File: config.mk
export PLATFORM = sky130hd
export DESIGN_NAME = lct_top
export DESIGN_NICKNAME = d
export VERILOG_FILES = /design/src/hw/lct_pkg.sv /design/src/hw/lct_chan.sv /design/src/hw/lct_top.sv
export SDC_FILE = /design/constraint.sdc
export NUM_CORES = 1
export LEC_CHECK = 0
export BUFFER_PORTS_ARGS = -buffer_cell sky130_fd_sc_hd__buf_2
export CAP_MARGIN = 40
export CORE_UTILIZATION = 54
export DETAILED_ROUTE_END_ITERATION = 12
export GPL_TIMING_DRIVEN = 0
export PLACE_DENSITY = 0.86
export SKIP_CTS_REPAIR_TIMING = 1
export SYNTH_ARGS = -nofsm -noshare
export SYNTH_HDL_FRONTEND = slang
export SYNTH_SLANG_ARGS = --single-unit
File: constraint.sdc
create_clock -name sys_clk -period 2.9 [get_ports sys_clk]
set_input_delay 0 -clock sys_clk [delete_from_list [all_inputs] [get_ports sys_clk]]
set_output_delay 0 -clock sys_clk [all_outputs]
set_load 0.01 [all_outputs]
File: src/hw/lct_pkg.sv
package lct_pkg;

  // ****************************************
  // Widths and timing
  // ****************************************
  localparam int NCH           = 8;
  localparam int DLY_W         = 16;
  localparam int CLK_PERIOD_NS = 4;
  localparam int PER_FAST_NS   = 100;
  localparam int PER_1US_NS    = 1000;
  localparam int PER_10US_NS   = 10000;
  localparam logic [11:0] PER_FAST_CYC = 12'(PER_FAST_NS / CLK_PERIOD_NS);
  localparam logic [11:0] PER_1US_CYC  = 12'(PER_1US_NS / CLK_PERIOD_NS);
  localparam logic [11:0] PER_10US_CYC = 12'(PER_10US_NS / CLK_PERIOD_NS);

  // ****************************************
  // Register offsets
  // ****************************************
  localparam logic [7:0] OFS_CTRL    = 8'h00;
  localparam logic [7:0] OFS_STATUS  = 8'h04;
  localparam logic [7:0] OFS_TRIG    = 8'h08;
  localparam logic [7:0] OFS_DELAY   = 8'h0C;
  localparam logic [7:0] OFS_POL     = 8'h10;
  localparam logic [7:0] OFS_INMODE  = 8'h14;
  localparam logic [7:0] OFS_SEQ_MAP = 8'h18;
  localparam logic [7:0] OFS_SEQ_EN  = 8'h1C;
  localparam logic [7:0] OFS_IST     = 8'h20;
  localparam logic [7:0] OFS_ICLR    = 8'h24;
  localparam logic [7:0] OFS_IEN     = 8'h28;

  // ****************************************
  // Field positions and codes
  // ****************************************
  localparam int CTRL_ARM  = 0;
  localparam int CTRL_DIG  = 1;
  localparam int CTRL_SYNC = 2;
  localparam int CTRL_EDGE = 3;
  localparam int CTRL_PER  = 5;
  localparam int CTRL_EVT  = 7;
  localparam int STAT_CNT  = 2;
  localparam int IRQ_TRIG  = 0;
  localparam int IRQ_DONE  = 1;
  localparam logic [1:0] PER_SEL_FAST = 2'h0;
  localparam logic [1:0] PER_SEL_1US  = 2'h1;
  localparam logic [1:0] PER_SEL_10US = 2'h2;

  // ****************************************
  // Reset values
  // ****************************************
  localparam logic [7:0]  RST_CTRL    = 8'h0A;
  localparam logic [7:0]  RST_TRIG    = 8'h00;
  localparam logic [15:0] RST_DELAY   = 16'h0000;
  localparam logic [7:0]  RST_POL     = 8'h00;
  localparam logic [7:0]  RST_INMODE  = 8'h00;
  localparam logic [23:0] RST_SEQ_MAP = 24'hFAC688;
  localparam logic [7:0]  RST_SEQ_EN  = 8'hFF;
  localparam logic [1:0]  RST_IEN     = 2'h0;

  typedef enum logic [1:0] {
    LCT_IDLE  = 2'b00,
    LCT_ARMED = 2'b01,
    LCT_POST  = 2'b11,
    LCT_DONE  = 2'b10
  } lct_state_t;

endpackage

File: src/hw/lct_chan.sv
module lct_chan (
  // Clock and reset
  input  wire logic sys_clk,
  input  wire logic sys_rst,
  // Channel pin
  input  wire logic pin,
  // Control
  input  wire logic tick,
  input  wire logic latch_mode,
  input  wire logic negative,
  // Captured value
  output logic      value
);

  typedef struct packed {
    logic s0;
    logic s1;
    logic prev_raw;
    logic glitch;
    logic val;
  } lct_chan_st_t;

  lct_chan_st_t r;
  lct_chan_st_t next_r;
  logic         raw;

  always_comb
  begin
    next_r = r;
    raw = r.s1;
    next_r.s0 = pin;
    next_r.s1 = r.s0;
    next_r.glitch = r.glitch | (r.s1 != r.prev_raw);
    if (tick)
    begin
      if (latch_mode && next_r.glitch)
        raw = ~r.prev_raw;
      next_r.prev_raw = raw;
      next_r.glitch = 1'b0;
      next_r.val = raw ^ negative;
    end
  end

  always_ff @(posedge sys_clk)
  begin
    if (sys_rst)
      r <= '0;
    else
      r <= next_r;
  end

  assign value = r.val;
endmodule

File: src/hw/lct_top.sv
module lct_top (
  // Clock and reset
  input  wire logic        sys_clk,
  input  wire logic        sys_rst,
  // Register port
  input  wire logic [7:0]  bus_addr,
  input  wire logic [31:0] bus_wdata,
  input  wire logic        bus_we,
  input  wire logic        bus_re,
  output logic      [31:0] bus_rdata,
  // Target pins
  input  wire logic [7:0]  ch_pin,
  input  wire logic        ext_clk_pin,
  // Recording stream and events
  output logic             rec_valid,
  output logic      [7:0]  rec_data,
  output logic             trig_pulse,
  output logic             rec_done,
  output logic             irq
);

  typedef struct packed {
    logic                  ext_s0;
    logic                  ext_s1;
    logic                  ext_prev;
    logic                  dig;
    logic                  sync;
    logic [1:0]            edge_sel;
    logic [1:0]            per_sel;
    logic                  evt;
    logic [7:0]            trig_word;
    logic [15:0]           delay;
    logic [7:0]            pol;
    logic [7:0]            inmode;
    logic [23:0]           seq_map;
    logic [7:0]            seq_en;
    logic [1:0]            ist;
    logic [1:0]            ien;
    logic [11:0]           per_cnt;
    logic                  tick_d;
    lct_pkg::lct_state_t   st;
    logic [15:0]           cnt;
    logic [7:0]            prev_word;
    logic [31:0]           rdata;
    logic                  irq;
    logic                  rec_valid;
    logic [7:0]            rec_data;
    logic                  trig;
    logic                  done;
  } lct_top_st_t;

  lct_top_st_t r;
  lct_top_st_t next_r;
  logic        tick;
  logic        ext_rise;
  logic        ext_fall;
  logic [11:0] per_lim;
  logic [7:0]  vals;
  logic [7:0]  word_seq;
  logic        match;
  logic        unit;
  logic [1:0]  iset;
  logic [1:0]  iclr;
  logic        wr_ctrl;

  // ****************************************
  // Channel front ends and sequence
  // ****************************************
  genvar gi;
  generate
    for (gi = 0; gi < lct_pkg::NCH; gi++)
    begin : g_ch
      lct_chan u_chan (
        .sys_clk    (sys_clk),
        .sys_rst    (sys_rst),
        .pin        (ch_pin[gi]),
        .tick       (tick),
        .latch_mode (r.inmode[gi]),
        .negative   (r.pol[gi]),
        .value      (vals[gi])
      );
      assign word_seq[gi] = r.seq_en[gi] & vals[r.seq_map[3*gi +: 3]];
    end
  endgenerate

  // ****************************************
  // Sample clock selection
  // ****************************************
  always_comb
  begin
    ext_rise = r.ext_s1 & ~r.ext_prev;
    ext_fall = ~r.ext_s1 & r.ext_prev;
    unique case (r.per_sel)
      lct_pkg::PER_SEL_FAST: per_lim = lct_pkg::PER_FAST_CYC;
      lct_pkg::PER_SEL_1US:  per_lim = lct_pkg::PER_1US_CYC;
      default:               per_lim = lct_pkg::PER_10US_CYC;
    endcase
    if (r.sync)
      tick = (ext_rise & r.edge_sel[0]) | (ext_fall & r.edge_sel[1]);
    else
      tick = (r.per_cnt >= per_lim - 12'h001);
  end

  // ****************************************
  // Next state
  // ****************************************
  always_comb
  begin
    next_r = r;
    iset = 2'h0;
    iclr = 2'h0;
    match = (vals == r.trig_word);
    unit = r.evt ? (word_seq != r.prev_word) : 1'b1;
    wr_ctrl = bus_we && bus_addr == lct_pkg::OFS_CTRL;
    next_r.ext_s0 = ext_clk_pin;
    next_r.ext_s1 = r.ext_s0;
    next_r.ext_prev = r.ext_s1;
    next_r.per_cnt = (r.sync || tick) ? 12'h000 : r.per_cnt + 12'h001;
    next_r.tick_d = tick;
    next_r.rec_valid = 1'b0;
    next_r.trig = 1'b0;

    // Bus writes
    if (bus_we)
    begin
      unique case (bus_addr)
        lct_pkg::OFS_CTRL:
        begin
          next_r.dig = bus_wdata[lct_pkg::CTRL_DIG];
          next_r.sync = bus_wdata[lct_pkg::CTRL_SYNC];
          next_r.edge_sel = bus_wdata[lct_pkg::CTRL_EDGE +: 2];
          next_r.per_sel = bus_wdata[lct_pkg::CTRL_PER +: 2];
          next_r.evt = bus_wdata[lct_pkg::CTRL_EVT];
        end
        lct_pkg::OFS_TRIG:    next_r.trig_word = bus_wdata[7:0];
        lct_pkg::OFS_DELAY:   next_r.delay = bus_wdata[15:0];
        lct_pkg::OFS_POL:     next_r.pol = bus_wdata[7:0];
        lct_pkg::OFS_INMODE:  next_r.inmode = bus_wdata[7:0];
        lct_pkg::OFS_SEQ_MAP: next_r.seq_map = bus_wdata[23:0];
        lct_pkg::OFS_SEQ_EN:  next_r.seq_en = bus_wdata[7:0];
        lct_pkg::OFS_ICLR:    iclr = bus_wdata[1:0];
        lct_pkg::OFS_IEN:     next_r.ien = bus_wdata[1:0];
        default:              next_r.ien = r.ien;
      endcase
    end

    // Acquisition sequence
    unique case (r.st)
      lct_pkg::LCT_IDLE, lct_pkg::LCT_DONE:
      begin
        if (wr_ctrl && bus_wdata[lct_pkg::CTRL_ARM])
        begin
          next_r.st = lct_pkg::LCT_ARMED;
          next_r.cnt = 16'h0000;
          next_r.done = 1'b0;
        end
      end
      lct_pkg::LCT_ARMED:
      begin
        if (r.tick_d)
        begin
          next_r.rec_valid = 1'b1;
          next_r.rec_data = word_seq;
          next_r.prev_word = word_seq;
          if (r.dig && match)
          begin
            next_r.trig = 1'b1;
            iset[lct_pkg::IRQ_TRIG] = 1'b1;
            next_r.cnt = 16'h0000;
            if (r.delay == 16'h0000)
            begin
              next_r.st = lct_pkg::LCT_DONE;
              next_r.done = 1'b1;
              iset[lct_pkg::IRQ_DONE] = 1'b1;
            end
            else
              next_r.st = lct_pkg::LCT_POST;
          end
        end
      end
      lct_pkg::LCT_POST:
      begin
        if (r.tick_d)
        begin
          next_r.rec_valid = 1'b1;
          next_r.rec_data = word_seq;
          next_r.prev_word = word_seq;
          if (unit)
          begin
            next_r.cnt = r.cnt + 16'h0001;
            if (r.cnt + 16'h0001 == r.delay)
            begin
              next_r.st = lct_pkg::LCT_DONE;
              next_r.done = 1'b1;
              iset[lct_pkg::IRQ_DONE] = 1'b1;
            end
          end
        end
      end
    endcase

    // Sticky interrupt status, set wins over clear
    next_r.ist = (r.ist & ~iclr) | iset;
    next_r.irq = |(next_r.ist & next_r.ien);

    // Bus reads
    next_r.rdata = 32'h0000_0000;
    if (bus_re)
    begin
      unique case (bus_addr)
        lct_pkg::OFS_CTRL:
          next_r.rdata = {24'h000000, r.evt, r.per_sel, r.edge_sel, r.sync, r.dig, 1'b0};
        lct_pkg::OFS_STATUS:  next_r.rdata = {14'h0000, r.cnt, r.st};
        lct_pkg::OFS_TRIG:    next_r.rdata = {24'h000000, r.trig_word};
        lct_pkg::OFS_DELAY:   next_r.rdata = {16'h0000, r.delay};
        lct_pkg::OFS_POL:     next_r.rdata = {24'h000000, r.pol};
        lct_pkg::OFS_INMODE:  next_r.rdata = {24'h000000, r.inmode};
        lct_pkg::OFS_SEQ_MAP: next_r.rdata = {8'h00, r.seq_map};
        lct_pkg::OFS_SEQ_EN:  next_r.rdata = {24'h000000, r.seq_en};
        lct_pkg::OFS_IST:     next_r.rdata = {30'h00000000, r.ist};
        lct_pkg::OFS_IEN:     next_r.rdata = {30'h00000000, r.ien};
        default:              next_r.rdata = 32'h0000_0000;
      endcase
    end
  end

  // ****************************************
  // State register
  // ****************************************
  always_ff @(posedge sys_clk)
  begin
    if (sys_rst)
    begin
      r <= '0;
      r.dig <= lct_pkg::RST_CTRL[lct_pkg::CTRL_DIG];
      r.sync <= lct_pkg::RST_CTRL[lct_pkg::CTRL_SYNC];
      r.edge_sel <= lct_pkg::RST_CTRL[lct_pkg::CTRL_EDGE +: 2];
      r.per_sel <= lct_pkg::RST_CTRL[lct_pkg::CTRL_PER +: 2];
      r.evt <= lct_pkg::RST_CTRL[lct_pkg::CTRL_EVT];
      r.trig_word <= lct_pkg::RST_TRIG;
      r.delay <= lct_pkg::RST_DELAY;
      r.pol <= lct_pkg::RST_POL;
      r.inmode <= lct_pkg::RST_INMODE;
      r.seq_map <= lct_pkg::RST_SEQ_MAP;
      r.seq_en <= lct_pkg::RST_SEQ_EN;
      r.ien <= lct_pkg::RST_IEN;
      r.st <= lct_pkg::LCT_IDLE;
    end
    else
      r <= next_r;
  end

  assign bus_rdata = r.rdata;
  assign rec_valid = r.rec_valid;
  assign rec_data = r.rec_data;
  assign trig_pulse = r.trig;
  assign rec_done = r.done;
  assign irq = r.irq;
endmodule

======== Word-level counts from Yosys, hierarchy flattened ========
Index checks and enable logic that the tools add are counted.
cells by class
  bitwise operators ....................... 46
  $add $sub $neg .......................... 3
  order comparisons ....................... 9
  equality and inequality tests ........... 32
  multiplexer cells ....................... 67
  reduce and logical (&&, ||, !) cells .... 34
operators by type and width
  cell                   count
  $pmux 24 s10           1
  $mux 18                3
  $pmux 18 s3            1
  $mux 26                2
  $mux 1                 37
  $eq 8x5->1 const B     4
  $lt 3x4->1 const B     8
  $bmux 1 s3             8
  $eq 8x6->1 const B     3
  $pmux 12 s2            1
  $pmux 9 s2             1
  $add 16x1->16 const B  1
  $eq 16x16->1           1
  $eq 8x4->1 const B     2
  $logic_not 16->1       1
  $mux 2                 8
  $pmux 8 s2             1
  $ne 2x2->1 const B     7
  $reduce_and 2->1       7
  $not 1->1              13
  $add 12x1->12 const B  1
  $and 1x1->1            12
  $ge 12x12->1           1
  $sub 12x1->12 const B  1
  26 further kinds       66
storage, ports and cells
  input bits .............................. 53
  word-level logic and storage cells ...... 258
  flip-flop bits (word level) ............. 209

======== Depth between registers and ports, before layout ========
  depth after elaboration ................. 11
  mapped depth ............................ 11
  mapped depth without buffers ............ 10

======== By module ========
Synthesis repeated with hierarchy kept, for this count alone.
unflattened totals
  cell total of the unflattened synthesis .. 1145
  area total of the unflattened synthesis .. 9848.2 µm²
modules (own cells, without submodules)
  module    cells an instance  instances  sequential area each (µm²)  area each (µm²)
  lct_top   985                1          3223.1                      8236.6
  lct_chan  20                 8          100.1                       201.4

======== Worst setup path after synthesis ========
No wires, ideal clock.
  path type ............................... register to register
  start ................................... register r[160] (netlist bit)
  end ..................................... register g_ch[1].u_chan.r[2] (netlist bit)
  arrival ................................. 2.740 ns
  slack ................................... 0.075 ns
  library setup time ...................... 0.086 ns
  cell stages (with the launch flop) ...... 12
  path through ............................ dfxtp_1 -> or2_2 -> ha_1 -> ha_1 -> a21o_1 -> a21o_1 -> a21oi_1 -> o21ai_1 -> a211oi_2 -> nor2_1 -> clkbuf_1 -> a211oi_1
between the ends
  longest elaborated chain between the ends .. 5
  elaborated cells between the ends (all ways) .. 6
  those cells by class .................... add/sub: 1; order compare: 1; eq/ne: 1; mux: 2; reduce/logical: 1
RTL lines
  item                                                  line            source
  start: declaration                                    lct_top.sv:52   lct_top_st_t r;
  start signal: assignment                              lct_top.sv:250  r <= next_r;
  $eq 2x1->1 / $logic_not 2->1 (equally long branches)  lct_top.sv:93   unique case (r.per_sel)
  $pmux 12 s2 (*)                                       lct_top.sv:93
  $sub 12x1->12 (*)                                     lct_top.sv:101  tick = (r.per_cnt >= per_lim - 12'h001);
  $ge 12x12->1 (*)                                      lct_top.sv:101
  $mux 1 (*)                                            lct_top.sv:98   if (r.sync)
  end signal: assignment                                lct_chan.sv:49  r <= next_r;
  end: declaration                                      lct_chan.sv:23  lct_chan_st_t r;
Every way passes the cells marked *; elsewhere a longest branch is shown, timed or not.
A chain may end at the register's enable or synchronous reset.

======== Final worst setup path ========
  start ................................... register r[160] (netlist bit)
  end ..................................... register g_ch[5].u_chan.r[2] (netlist bit)
between the ends
  longest elaborated chain between the ends .. 5
  elaborated cells between the ends (all ways) .. 6
  those cells by class .................... add/sub: 1; order compare: 1; eq/ne: 1; mux: 2; reduce/logical: 1
RTL lines
  item                                                  line
  $eq 2x1->1 / $logic_not 2->1 (equally long branches)  lct_top.sv:93
  $pmux 12 s2 (*)                                       lct_top.sv:93
  $sub 12x1->12 (*)                                     lct_top.sv:101
  $ge 12x12->1 (*)                                      lct_top.sv:101
  $mux 1 (*)                                            lct_top.sv:98
  end signal: assignment                                lct_chan.sv:49
  end: declaration                                      lct_chan.sv:23
Marks and branches as above.

==> flow_summary.yaml <==
layout:
  diodes: 0
  area_delta_synth_final_pct: 19.4
  fin_cells: 1537
  nFillCells: 1401
  num-nets-final: 1365
  fin_area_um2: 11600
  multi_input_area_um2: 5160
  post-route-util_pct: 66.6
  drive_above_1_share_pct: 17.4
  regArea_um2: 4020
yosys:
  yosysSeqAreaShare_pct: 41.3
  synth_commonest_cells: "dfxtp_1, nand2_1, a21oi_1, nand3_1, nor2_1"
  synthXorXnorAreaFrac_pct: 5.75
  yosysUniqueCellTypes: 69
  synth-main-ff-cell: "dfxtp_1"
  synthAdderAreaFrac_pct: 2.05
  synth_top_area_share_pct: 41.3
  synth-seq-cells: 201
  post-synth-top-count-cell: "dfxtp_1"
  synth_edf_count: 0
  synth_top_family_by_area: "simple AND/OR/NAND/NOR gates"
  syn_area_per_cell_um2: 8.46
  synthSimpleGateAreaFrac_pct: 23.4
  async_reset_ff_share_pct: 0
  synth_area_um2: 9750
  synth_mux_area_share_pct: 3.81
  synth_area_leaders: "dfxtp_1, a21oi_1, nand2_1"
  netlist.top_cell.by_area: "dfxtp_1"
  synth_compound_area_share_pct: 17.0
  synth_cells: 1152
  yosysWarnings: 0
grt:
  antenna_found_initial: 0
  grt_pass1_wl_mm: 45.7
  grt_pass1_vias: 8764
  track_usage_pct: 32.1
  grt_max_degree: 15
  grt_overflow: 0
critical_path:
  critPathLaunch: "r[160]"
  critPathKind: "reg2reg"
  critPathBufInv: 2
  worstSetupStartpointType: "flip-flop"
  crit_slowest_cell: "a32oi_2"
  crit_fanout: 10
  slowest_delay_ps: 420
  crit_arrival_ps: 3220
  r2r-start: "r[160]"
  critPathTopFamily: "compound AO/OA/AOI/OAI gates"
  worst_ep_required_time_ps: 3340
  cp_cell_sequence: "or2_4 > ha_1 > inv_1 > ha_1 > a21o_1 > a21oi_1 > o21a_1 > a32oi_2 > clkbuf_1 > a21oi_1 > a211oi_1"
  setup.worst_path.end_class: "flip-flop"
floorplan:
  die_w_um: 136
  row_count: 48
  dieArea_um2: 18600
  start_util_pct: 55.8
  die_h_um: 136
  ioPinCount: 97
  core_um2: 17500
placed_design:
  port_buffers: 78
  gp_congestion: 1.00
  placed_cell_area_um2: 10500
  hpwl_mm: 21.5
  dpl.cell_count: 1464
power_and_ir_drop:
  total_power_mw: 6.03
  ir_worst_vdd_mv: 0.485
  power_leakage_nw: 4.42
  power_density_nw_per_um2: 518
timing:
  rsz0062_at_grt: "no"
  min_period_ps: 2780
  setup_viol: 0
  fin_setup_tns_ps: 0
  fmax_mhz: 359
  tightest_slew_ps: 907
  max_slew_margin_pct: 39.1
  timing.final.crit_share_pct: 96.0
  fin_skew_ps: 31.1
  slew_violations: 0
  final-hold-violation-count: 0
detailed_routing:
  ant_nets: 0
  dr.pass1.iters: 6
  wl_per_cell_um: 19.7
  vias: 9553
  via_per_inst: 6.22
  drt_wl_total_mm: 30.2
  drt_iter0_markers: 1091
  post-route-drc-count: 0
run:
  drv_cap: 0
cts:
  clkTransAtPathRegs_ps: 60
  clock_path_buffers: 3
  cts_buffers: 22
  cts_root_buffer: "clkbuf_16"
  htreeDepth: 1
  cts_tree: "yes"
  cts_sinks: 201
  clkLatencyLatePin_ps: 540
min_path:
  hold_class: "in2reg"
  hp-start: "bus_we"
status:
  status: "finished clean"
metrics by stage:
| stage | worst slack (ps) | hold WS [ps] |
|---|---|---|
| after floorplan | 74.7 | 124 |
| after global placement | -615 | 208 |
| after detailed placement | -647 | 211 |
| after CTS | -678 | -330 |
| after global routing | 22.9 | 10.7 |
| final | 117 | 4.73 |
cells by family after synthesis:
logic type / Yosys count
and+or+nand+nor: 466
AOI/OAI and AO/OA: 259
DFF: 201
buffers and inverters: 127
xor gates and xnor gates: 64
muxes: 17
adders and majority gates: 16
other: 2
state kept, by name, summed over array words and instances, names as in the netlist:
signal              cells
g_ch.u_chan.r          24
g_ch.u_chan.value       8
r                     123
rec_done                1
trig_pulse              1
rec_data                8
next_r                  2
rec_valid               1
g_ch.u_chan.next_r      8
irq                     1
bus_rdata              24
power breakdown:
| part | switching (mW) | leakage (nW) | total (mW) | internal, mW |
|---|---|---|---|---|
| Clock | 1.21 | 0.376 | 2.96 | 1.75 |
| Sequential | 0.0153 | 1.63 | 2.80 | 2.78 |
| Combinational | 0.166 | 2.42 | 0.265 | 0.0997 |
| Total | 1.39 | 4.42 | 6.03 | 4.64 |
layer usage:
metal  share of wire, %  up-vias  global-route usage [%]
li1                   -     4318                       -
met1                 38     4514                    40.2
met2                 47      584                    52.4
met3                 10      137                    6.94
met4                5.0        0                    15.1
met5                  0        -                       0
worst register-to-register path, delay by kind of cell (launching register included):
kind                       cells  cell delay, ps
adders and majority gates      2             380
AOI/OAI and AO/OA              6            1170
buffers and inverters          2             500
DFF                            1             360
and+or+nand+nor                1             290
area by class of cell:
| class | instances | share of cell area, % |
|---|---|---|
| multi-input cells | 832 | 44.3 |
| flip-flops and latches | 201 | 34.6 |
| repair buffers | 114 | 6.38 |
| clock buffers | 26 | 5.12 |
| plain buffers | 108 | 5.09 |
| well taps | 225 | 2.42 |
| clock inverters | 14 | 1.56 |
| inverters | 17 | 0.548 |
worst paths after layout:
check,to,slack [ps],depth (start not counted)
max reg2reg,g_ch[5].u_chan.r[2],120,11
max,g_ch[5].u_chan.r[2],120,11
min reg2reg,g_ch[3].u_chan.r[3],440,1
min,r[68],5,3
placed cells by master, fill, tap and decap left out, types with 4 or more instances in the layout:
cell / synthesis / routed
a211oi_1: 8 / 8
inv_1: 17 / 17
o21ai_0: 18 / 18
xnor2_1: 36 / 36
o211ai_1: 8 / 8
nand4_1: 10 / 10
a21o_1: 5 / 5
mux4_2: 16 / 16
nand2b_1: 4 / 4
nand2_1: 169 / 169
nor4_1: 6 / 6
nand3b_1: 8 / 8
or2_2: 8 / 7
and3_1: 7 / 7
nor3b_1: 4 / 4
buf_2: 12 / 91
a31oi_1: 12 / 12
a21oi_1: 129 / 128
a22oi_2: 4 / 4
buf_4: 40 / 42
nor3_1: 15 / 13
a221oi_1: 8 / 8
clkinv_2: 0 / 6
nand3_1: 107 / 107
nor2b_1: 28 / 28
or4_1: 4 / 4
nor2_1: 60 / 59
or3_1: 8 / 8
conb_1: 2 / 10
dfxtp_1: 201 / 201
xor2_1: 28 / 28
and2_1: 16 / 16
ha_1: 16 / 16
clkbuf_1: 55 / 51
a22oi_1: 31 / 31
clkbuf_16: 0 / 22
dlygate4sd3_1: 0 / 32
a22o_1: 8 / 8
(Power assumes the default switching activity.)
